## src/hdl/pogat_defines.vh

```
`ifndef POGAT_DEFINES_VH
`define POGAT_DEFINES_VH

// Register indices; byte address is four times the index
`define POGAT_IDX_CTRL 12'hF20
`define POGAT_IDX_MASK 12'hF27
`define POGAT_IDX_TRIG 12'hF29
`define POGAT_IDX_OFF 12'hF2A
`define POGAT_IDX_STAT 12'hF2B

// Reset values
`define POGAT_RST_CTRL 2'h0
`define POGAT_RST_MASK 6'h00
`define POGAT_RST_TRIG 8'h00
`define POGAT_RST_OFF 6'h00

// Main modulator control fields
`define POGAT_CTRL_MASK_EN 0
`define POGAT_CTRL_SW_RECOVER 1

// Trigger configuration fields
`define POGAT_TRIG_POL 7
`define POGAT_TRIG_HEN 6
`define POGAT_TRIG_HIGH_INACTIVE_GROUP_ENABLE 5
`define POGAT_TRIG_LEN 4
`define POGAT_TRIG_LOW_INACTIVE_GROUP_ENABLE 3
`define POGAT_TRIG_SEL_HI 2
`define POGAT_TRIG_SEL_LO 0

// Status fields
`define POGAT_STAT_FAULT_FLAG 0
`define POGAT_STAT_FAULT_ACTIVE 1
`define POGAT_STAT_MATCH 2
`define POGAT_STAT_FAULT_IN 3

// Low-side-inactive group: 1 uses negated low outputs, 0 the negated high ones
`define POGAT_LOW_INACTIVE_GROUP_ENABLE_USE_LOW 1'h1

`endif

```

## src/hdl/pogat_top.v

```verilog
`timescale 1ns/1ps
`default_nettype none
`include "pogat_defines.vh"

// Function
// - Per-output mask acts only when output_mask_enable in main control is set.
// - Low-side mask bit 0 passes modulator; 1 forces low-side off state.
// - High-side mask bit 0 passes modulator; 1 forces high-side off state.
// - Masking never alters the modulator; only masked pins stop following it.
// - A fault forces all six outputs to their off states regardless of mask.
// - Match is polarity XOR the OR of four enabled product groups.
// - Low-inactive group uses negated low outputs here; selectable in the header.
// - A group takes part in the OR only while its enable bit is set.
// - Cleared channel select makes its term true; set uses the output level.
// - Polarity 0 matches while an enabled group holds; polarity 1 while none does.
// - One conversion starts on each rising edge of the match signal.
// - Trigger configuration never influences the driven output levels.
// - Software recovery needs fault gone, flag cleared and a reload.
module pogat_top (
    input wire sys_clk,
    input wire rst_n,
    input wire clk_en,
    input wire [13:0] avs_address,
    input wire avs_read,
    input wire avs_write,
    input wire [31:0] avs_writedata,
    input wire [3:0] avs_byteenable,
    output wire [31:0] avs_readdata,
    output wire avs_waitrequest,
    input wire [2:0] mod_high,
    input wire [2:0] mod_low,
    input wire fault_in,
    input wire period_start,
    input wire reload,
    output wire [2:0] pwm_high,
    output wire [2:0] pwm_low,
    output wire conversion_match,
    output wire adc_start
);

    localparam ST_ADDR = 2'b01;
    localparam ST_DONE = 2'b10;

    reg [1:0] bus_state_ff;
    reg [1:0] nxt_bus_state;
    reg [7:0] readdata_ff;
    reg [7:0] nxt_readdata;
    reg waitrequest_ff;
    reg nxt_waitrequest;

    reg [1:0] ctrl_ff;
    reg [1:0] nxt_ctrl;
    reg [5:0] mask_ff;
    reg [5:0] nxt_mask;
    reg [7:0] trig_ff;
    reg [7:0] nxt_trig;
    reg [5:0] off_ff;
    reg [5:0] nxt_off;

    reg fault_flag_ff;
    reg nxt_fault_flag;
    reg fault_active_ff;
    reg nxt_fault_active;

    reg [2:0] pwm_high_ff;
    reg [2:0] pwm_low_ff;
    reg [2:0] nxt_pwm_high;
    reg [2:0] nxt_pwm_low;
    reg match_ff;
    reg nxt_match;
    reg adc_start_ff;
    reg nxt_adc_start;

    wire [11:0] reg_index;
    wire wr_lane0;
    wire bus_fire;
    wire flag_clear;

    wire [2:0] term_hi;
    wire [2:0] term_lo;
    wire [2:0] term_nhi;
    wire [2:0] term_nlo;
    wire grp_hi;
    wire grp_lo;
    wire grp_nhi;
    wire grp_nlo;
    wire grp_or;

    assign reg_index = avs_address[13:2];
    assign wr_lane0 = avs_write & avs_byteenable[0];
    // Writes land only on the edge that the master sees waitrequest low
    assign bus_fire = (bus_state_ff == ST_DONE) & (avs_read | avs_write);
    assign flag_clear = bus_fire & wr_lane0 & (reg_index == `POGAT_IDX_STAT) &
                        avs_writedata[`POGAT_STAT_FAULT_FLAG];

    // Bus handshake: one wait state, read data captured before release
    always @* begin
        nxt_bus_state = bus_state_ff;
        nxt_waitrequest = waitrequest_ff;
        nxt_readdata = readdata_ff;
        case (bus_state_ff)
            ST_ADDR: begin
                if (avs_read | avs_write) begin
                    nxt_bus_state = ST_DONE;
                    nxt_waitrequest = 1'b0;
                    if (!avs_read) begin
                        nxt_readdata = 8'h00;
                    end else if (reg_index == `POGAT_IDX_CTRL) begin
                        nxt_readdata = {6'h00, ctrl_ff};
                    end else if (reg_index == `POGAT_IDX_MASK) begin
                        nxt_readdata = {2'h0, mask_ff};
                    end else if (reg_index == `POGAT_IDX_TRIG) begin
                        nxt_readdata = trig_ff;
                    end else if (reg_index == `POGAT_IDX_OFF) begin
                        nxt_readdata = {2'h0, off_ff};
                    end else if (reg_index == `POGAT_IDX_STAT) begin
                        nxt_readdata = {4'h0, fault_in, match_ff, fault_active_ff, fault_flag_ff};
                    end else begin
                        nxt_readdata = 8'h00;
                    end
                end
            end
            ST_DONE: begin
                nxt_bus_state = ST_ADDR;
                nxt_waitrequest = 1'b1;
            end
            default: begin
                nxt_bus_state = ST_ADDR;
                nxt_waitrequest = 1'b1;
            end
        endcase
    end

    // Register writes; unmapped addresses are ignored
    always @* begin
        nxt_ctrl = ctrl_ff;
        nxt_mask = mask_ff;
        nxt_trig = trig_ff;
        nxt_off = off_ff;
        if (bus_fire & wr_lane0) begin
            if (reg_index == `POGAT_IDX_CTRL) begin
                nxt_ctrl = avs_writedata[1:0];
            end else if (reg_index == `POGAT_IDX_MASK) begin
                nxt_mask = avs_writedata[5:0];
            end else if (reg_index == `POGAT_IDX_TRIG) begin
                nxt_trig = avs_writedata[7:0];
            end else if (reg_index == `POGAT_IDX_OFF) begin
                nxt_off = avs_writedata[5:0];
            end
        end
    end

    // Fault flag is sticky; a fault in the clear cycle keeps it set
    always @* begin
        nxt_fault_flag = fault_flag_ff;
        if (flag_clear) begin
            nxt_fault_flag = 1'b0;
        end
        if (fault_in) begin
            nxt_fault_flag = 1'b1;
        end
    end

    // Fault hold and recovery
    always @* begin
        nxt_fault_active = fault_active_ff;
        if (fault_in) begin
            nxt_fault_active = 1'b1;
        end else if (fault_active_ff) begin
            if (ctrl_ff[`POGAT_CTRL_SW_RECOVER]) begin
                // Flag must already read clear; a clear in this cycle waits for the next reload
                if (!fault_flag_ff & reload) begin
                    nxt_fault_active = 1'b0;
                end
            end else if (period_start) begin
                nxt_fault_active = 1'b0;
            end
        end
    end

    // Output gating; the modulator inputs are only read, never fed back
    always @* begin
        nxt_pwm_high = mod_high;
        nxt_pwm_low = mod_low;
        if (nxt_fault_active) begin
            nxt_pwm_high = {off_ff[4], off_ff[2], off_ff[0]};
            nxt_pwm_low = {off_ff[5], off_ff[3], off_ff[1]};
        end else if (ctrl_ff[`POGAT_CTRL_MASK_EN]) begin
            if (mask_ff[0]) begin
                nxt_pwm_high[0] = off_ff[0];
            end
            if (mask_ff[2]) begin
                nxt_pwm_high[1] = off_ff[2];
            end
            if (mask_ff[4]) begin
                nxt_pwm_high[2] = off_ff[4];
            end
            if (mask_ff[1]) begin
                nxt_pwm_low[0] = off_ff[1];
            end
            if (mask_ff[3]) begin
                nxt_pwm_low[1] = off_ff[3];
            end
            if (mask_ff[5]) begin
                nxt_pwm_low[2] = off_ff[5];
            end
        end
    end

    // Trigger terms watch the driven pins, so masked or faulted levels count
    genvar ch;
    generate
        for (ch = 0; ch < 3; ch = ch + 1) begin : g_term
            assign term_hi[ch] = ~trig_ff[ch] | pwm_high_ff[ch];
            assign term_lo[ch] = ~trig_ff[ch] | pwm_low_ff[ch];
            assign term_nhi[ch] = ~trig_ff[ch] | ~pwm_high_ff[ch];
            assign term_nlo[ch] = ~trig_ff[ch] |
                                  ~(`POGAT_LOW_INACTIVE_GROUP_ENABLE_USE_LOW ? pwm_low_ff[ch] : pwm_high_ff[ch]);
        end
    endgenerate

    assign grp_hi = trig_ff[`POGAT_TRIG_HEN] & (&term_hi);
    assign grp_lo = trig_ff[`POGAT_TRIG_LEN] & (&term_lo);
    assign grp_nhi = trig_ff[`POGAT_TRIG_HIGH_INACTIVE_GROUP_ENABLE] & (&term_nhi);
    assign grp_nlo = trig_ff[`POGAT_TRIG_LOW_INACTIVE_GROUP_ENABLE] & (&term_nlo);
    assign grp_or = grp_hi | grp_lo | grp_nhi | grp_nlo;

    always @* begin
        nxt_match = trig_ff[`POGAT_TRIG_POL] ^ grp_or;
        nxt_adc_start = nxt_match & ~match_ff;
    end

    always @(posedge sys_clk or negedge rst_n) begin
        if (!rst_n) begin
            bus_state_ff <= ST_ADDR;
            waitrequest_ff <= 1'b1;
            readdata_ff <= 8'h00;
            ctrl_ff <= `POGAT_RST_CTRL;
            mask_ff <= `POGAT_RST_MASK;
            trig_ff <= `POGAT_RST_TRIG;
            off_ff <= `POGAT_RST_OFF;
            fault_flag_ff <= 1'b0;
            fault_active_ff <= 1'b0;
            pwm_high_ff <= 3'h0;
            pwm_low_ff <= 3'h0;
            match_ff <= 1'b0;
            adc_start_ff <= 1'b0;
        end else if (clk_en) begin
            bus_state_ff <= nxt_bus_state;
            waitrequest_ff <= nxt_waitrequest;
            readdata_ff <= nxt_readdata;
            ctrl_ff <= nxt_ctrl;
            mask_ff <= nxt_mask;
            trig_ff <= nxt_trig;
            off_ff <= nxt_off;
            fault_flag_ff <= nxt_fault_flag;
            fault_active_ff <= nxt_fault_active;
            pwm_high_ff <= nxt_pwm_high;
            pwm_low_ff <= nxt_pwm_low;
            match_ff <= nxt_match;
            adc_start_ff <= nxt_adc_start;
        end
    end

    assign avs_readdata = {24'h000000, readdata_ff};
    assign avs_waitrequest = waitrequest_ff;
    assign pwm_high = pwm_high_ff;
    assign pwm_low = pwm_low_ff;
    assign conversion_match = match_ff;
    assign adc_start = adc_start_ff;

endmodule

`default_nettype wire

```

## config.mk

```make
export PLATFORM = sky130hd
export DESIGN_NAME = pogat_top
export DESIGN_NICKNAME = d
export VERILOG_FILES = /design/src/hdl/pogat_top.v
export VERILOG_INCLUDE_DIRS = /design/src /design/src/hdl
export SDC_FILE = /design/constraint.sdc
export NUM_CORES = 1
export LEC_CHECK = 0
export ABC_AREA = 1
export CORE_MARGIN = 5
export CORE_UTILIZATION = 39
export CTS_CLUSTER_SIZE = 28
export DETAILED_ROUTE_END_ITERATION = 12
export DONT_BUFFER_PORTS = 1
export PLACE_DENSITY = 0.61
export SLEW_MARGIN = 15
export SYNTH_ARGS = -nofsm -noshare
export SYNTH_HDL_FRONTEND = slang
export SYNTH_SLANG_ARGS = --single-unit
```

## constraint.sdc

```tcl
create_clock -name sys_clk -period 4.8 [get_ports sys_clk]
set_clock_uncertainty 0.2 [all_clocks]
set_input_delay 0.24 -clock sys_clk [delete_from_list [all_inputs] [get_ports sys_clk]]
set_output_delay 0.24 -clock sys_clk [all_outputs]
set_load 0.02 [all_outputs]
```

* Word-level counts from Yosys, hierarchy flattened
Cells that the tools add are included.
** Storage, ports and cells
- Register bits :: 43
- Word-level logic and storage cells :: 102
- Input bits :: 64
** Operators by class
- Multiplexer cells :: 27
- Reductions and logical operators :: 13
- Equal/unequal tests :: 8
- Bitwise gates (word level) :: 41
** Operators with widths (count)
- $eq 12x12->1 const B :: 5
- $mux 8 :: 4
- $reduce_and 3->1 :: 6
- $or 1x1->1 :: 16
- $mux 1 :: 15
- $not 1->1 :: 13
- $mux 3 :: 4
- $and 1x1->1 :: 11
- $mux 6 :: 1
- $reduce_and 6->1 :: 1
- $reduce_and 5->1 :: 1
- $mux 2 :: 2
- $mux 4 :: 1
- $reduce_and 2->1 :: 2
- $reduce_and 4->1 :: 1
- $eq 2x1->1 const B :: 1
- $eq 2x2->1 const B :: 1
- $ne 2x2->1 const B :: 1
- $reduce_bool 2->1 :: 1
- $logic_not 1->1 :: 1
- $xor 1x1->1 :: 1

* Depth between registers and ports, before layout
- Word-level depth :: 9
- Depth in mapped cells :: 12
- Gate-level depth less buffers :: 11

* Worst setup path before layout
Ideal clock, no wire load.
- Path type :: register to register
- From :: register bus_state_ff[0]
- To :: register readdata_ff[2]
- Library setup time :: 0.065 ns
- Arrival time :: 1.350 ns
- Path slack :: 3.185 ns
- Cell stages (with the launch flop) :: 9
- Cells stage by stage :: dfstp_2 nand2_1 nor3_4 nand2_2 nor2_2 o21ai_0 nor2_1 nand2_1 nand2_1
** On the way
- Cells in the longest elaborated chain, start to end :: 2
** RTL lines
- from (decl) :: line pogat_top.v:44 : reg [1:0] bus_state_ff;
- from (signal assigned) :: line pogat_top.v:249 : bus_state_ff <= nxt_bus_state;
- $eq 2x1->1 :: line pogat_top.v:101 : case (bus_state_ff)
- $reduce_and 3->1 (no source line)
- to (signal assigned) :: line pogat_top.v:251 : readdata_ff <= nxt_readdata;
- to (decl) :: line pogat_top.v:46 : reg [7:0] readdata_ff;
Every way passes these cells.
A chain may end at the register's enable or synchronous reset.

* Worst setup path after layout
- From :: input clk_en
- To :: register readdata_ff[2]
** On the way
- Cells in the longest elaborated chain, start to end :: 1
** RTL lines
- from (decl) :: line pogat_top.v:22 : input wire clk_en,
- $reduce_and 3->1 (no source line)
Every way passes these cells.

==> summary.txt <==
GRT
  – Total gr overflow: 0
  – Number of global-route vias before repair: 2111
  – First-pass GRT wire length: 10500 um
  – Largest net degree at the start of global routing: 43
  – Total track usage: 0.156
  – Initial antenna violation count: 0

Route
  – ANT nets after route: 0
  – Via count: 2200
  – Drt wl/cell: 14.2 um
  – Total Routed Length: 6570 um
  – Initial DRT Pass Iterations: 4
  – Starting DRC count in detailed routing: 112
  – DR DRC count: 0
  – Vias per cell: 4.75

Yosys
  – Post-synthesis simple-gate area fraction: 0.290
  – XOR/XNOR Fraction of Synth Area: 0
  – Seq cells post-synth: 42
  – Post-Syn Instances: 363
  – Yosys Warn Count: 0
  – Yosys cell types: 30
  – Sequential area share after synthesis: 0.398
  – Synthesized area per cell: 7.28 um^2
  – Synth Area in Adders: 0
  – Mux contribution to synthesized area: 0
  – Post-synth design cell area: 2640 um^2
  – Largest family of logic cells by synthesized area: simple AND/OR/NAND/NOR gates
  – Compound-Gate Fraction of Synth Area: 0.123

Finish
  – Share of cells above drive strength 1: 0.0888
  – Ant diodes: 0
  – Area Growth Syn to Fin: 9.37%
  – FF+latch area: 1050 um^2
  – Final std cells w/o fill: 463
  – Nets: 446
  – Utilization of the core after routing: 0.433
  – Filler cells: 707
  – Multi-input logic area: 1180 um^2

Timing
  – FMAX: 432 MHz
  – RSZ-0062 raised after global routing: no
  – Period utilisation layout: 0.482
  – Slew HR: 0.434
  – Setup TNS: 0 ns
  – Minimum clock period: 2.31 ns
  – Final setup margin: 2.49 ns
  – Worst slew pin tran: 0.847 ns
  – # setup viols final: 0
  – Slew Viols, Final: 0
  – Final hold vios: 0

Critical path
  – Crit path depth: 9
  – Crit path cell chain: dlygate4sd3_1 -> inv_4 -> nor3_4 -> nand2_2 -> nor2_2 -> o21ai_0 -> nor2_1 -> nand2_1 -> nand2_1
  – Max stage delay on crit path: 1.09 ns
  – CP arrival: 2.34 ns
  – CP Launch Point: clk_en
  – CP Max Fanout: 18
  – Reg2Reg Capture Point: pwm_high[2]$_DFFE_PN0P_
  – Worst setup path endpoint: readdata_ff[2]$_DFFE_PN0P_
  – Worst Path Buf+Inv: 2
  – Worst Reg-to-Reg Cells: 7
  – Most frequent CP cell: nand2_1
  – Crit path launch type: input port
  – Critical path's top delay family: buffers and inverters
  – Req. time, crit path: 4.83 ns
  – Critical Path End Type: flop
  – Critical Setup Path Class: in2reg
  – Startpoint of the worst register-to-register path: ctrl_ff[1]$_DFFE_PN0P_
  – Crit-path slowest cell: dlygate4sd3_1
  – Worst reg-to-reg setup slack: 2.71 ns

Clock network
  – H-Tree Depth: 2
  – Num Clock Sinks: 42
  – Clk Latency, worst-skew pair: 0.29 ns
  – Root Buffer: clkbuf_8
  – CTS Buffer Depth: 2
  – Postcts setup bufs: 0
  – CTS Buf Count: 5
  – CTS tree: done
  – Worst-path clk slew: 0.08 ns

Die
  – Row cnt: 30
  – Die area: 8520 um^2
  – Ports: 105
  – Die X: 92.3 um
  – Initial Util: 0.396
  – Die Ht: 92.3 um
  – Core area: 6680 um^2

Place
  – DP Cell Count: 436
  – Pre-CTS WS: 2.79 ns
  – DP Wirelength: 5020 um
  – Buffers on Ports: 0
  – GPL Wtd Cong: 0.910

Outcome
  – Status: finished, final reports clean

Min path
  – Hold Crit Class: in2reg

Power and ir drop
  – Pwr Total: 0.741 mW
  – VDD IR max: 145 uV
  – Leakage power: 1.45 nW
  – Pwr/cell area: 257 nW/um^2

Job
  – Max cap viols: 0
power breakdown:
part	switching (mW)	internal [mW]	total, mW
logic	0.0760	0.0340	0.110
registers	0.0261	0.368	0.394
clock network	0.121	0.116	0.237
total	0.223	0.518	0.741
cells in the mapped netlist:
master,instances,area [um^2]
nand2_1,94,353
inv_1,67,251
dfrtp_1,41,1030
nor2_1,30,113
o21ai_0,26,130
buf_4,25,188
nand3_1,19,95.1
o21ai_1,12,60.1
o21ai_2,6,52.6
o21bai_1,6,45.0
nor2_4,5,56.3
nor2_2,4,25.0
a21oi_1,3,15.0
buf_6,3,33.8
nand2_2,3,18.8
nand4_1,3,18.8
nor3_4,2,32.5
o31ai_1,2,15.0
a31oi_1,1,6.26
buf_2,1,5.00
clkbuf_1,1,3.75
clkinv_1,1,3.75
conb_1,1,3.75
dfstp_2,1,26.3
inv_2,1,3.75
inv_4,1,6.26
nand3_2,1,10.0
nand3_4,1,17.5
nand4_4,1,21.3
nor4_1,1,6.26
flip-flops by register name, summed over array words and instances (netlist names):
name              flops
off_ff                6
pwm_low               3
mask_ff               6
fault_active_ff       1
ctrl_ff               2
readdata_ff           8
conversion_match      1
trig_ff               8
adc_start             1
fault_flag_ff         1
pwm_high              3
bus_state_ff          2
metrics by stage:
stage          hold slack [ns]  cell area [um^2]
2_1_floorplan           -0.256              2730
3_3_place_gp            -0.255              2600
3_5_place_dp            -0.255              2600
4_1_cts                 0.0466              2890
5_1_grt                 0.0695              2890
6_report                0.0499              2890
how the worst min path moves through the flow:
stage	cells past startpoint	from	slack (ns)	endpoint
4_1_cts	4	clk_en	0.05	ctrl_ff[1]$_DFFE_PN0P_
5_1_grt	3	avs_write	0.07	bus_state_ff[0]$_DFFE_PN1P_
3_5_place_dp	0	rst_n	-0.25	readdata_ff[1]$_DFFE_PN0P_
6_report	4	clk_en	0.05	ctrl_ff[1]$_DFFE_PN0P_
2_1_floorplan	0	rst_n	-0.26	adc_start$_DFFE_PN0P_
3_3_place_gp	0	rst_n	-0.25	readdata_ff[1]$_DFFE_PN0P_
cell usage in the layout, fill, tap and decap left out, drive strengths merged:
| master | count |
|---|---|
| nor3 | 2 |
| nand2 | 97 |
| clkbuf | 7 |
| inv | 69 |
| o21ai | 44 |
| dlygate4sd3 | 18 |
| o31ai | 2 |
| dfstp | 1 |
| buf | 1 |
| nor4 | 1 |
| a21oi | 3 |
| nand3 | 21 |
| clkinv | 2 |
| a31oi | 1 |
| nand4 | 4 |
| nor2 | 39 |
| conb | 24 |
| dfrtp | 41 |
| o21bai | 6 |
per-layer routing:
| layer | track usage | vias to the layer above | wire [um] |
|---|---|---|---|
| met5 | 0 | - | 0 |
| met4 | 0.0681 | 0 | 221 |
| met3 | 0.0341 | 17 | 460 |
| met2 | 0.253 | 78 | 3070 |
| met1 | 0.200 | 1001 | 2820 |
| li1 | - | 1104 | - |
worst register-to-register path, stage by stage (launching register included):
cell and delay, ns:
dfrtp_1 0.40, inv_1 0.08, nand2_1 0.05, a31oi_1 0.67, o21ai_0 0.29, nand2_1 0.12, nand2_1 0.05, o21bai_1 0.15
cell type report:
class | count | area share
Tap cell | 80 | 0.0346
Clock buffer | 7 | 0.0299
Clock inverter | 1 | 0.00173
Timing Repair Buffer | 19 | 0.0693
Inverter | 70 | 0.0918
Sequential cell | 42 | 0.364
Multi-Input combinational cell | 244 | 0.409
logic make-up (layout without fill, tap and decap cells):
group | Yosys count | in the layout
AND/OR/NAND/NOR | 164 | 164
AO/OA/AOI/OAI | 56 | 56
buffers and inverters | 100 | 97
other | 1 | 24
flip-flops | 42 | 42
timing repair:
item                                    4_1_cts  5_1_grt
gates resized for setup                       0        0
hold endpoints to repair                     78        0
hold buffers                                 19        0
endpoints found under the setup margin        0        0
No activity file was read; power rests on OpenSTA's default activity.
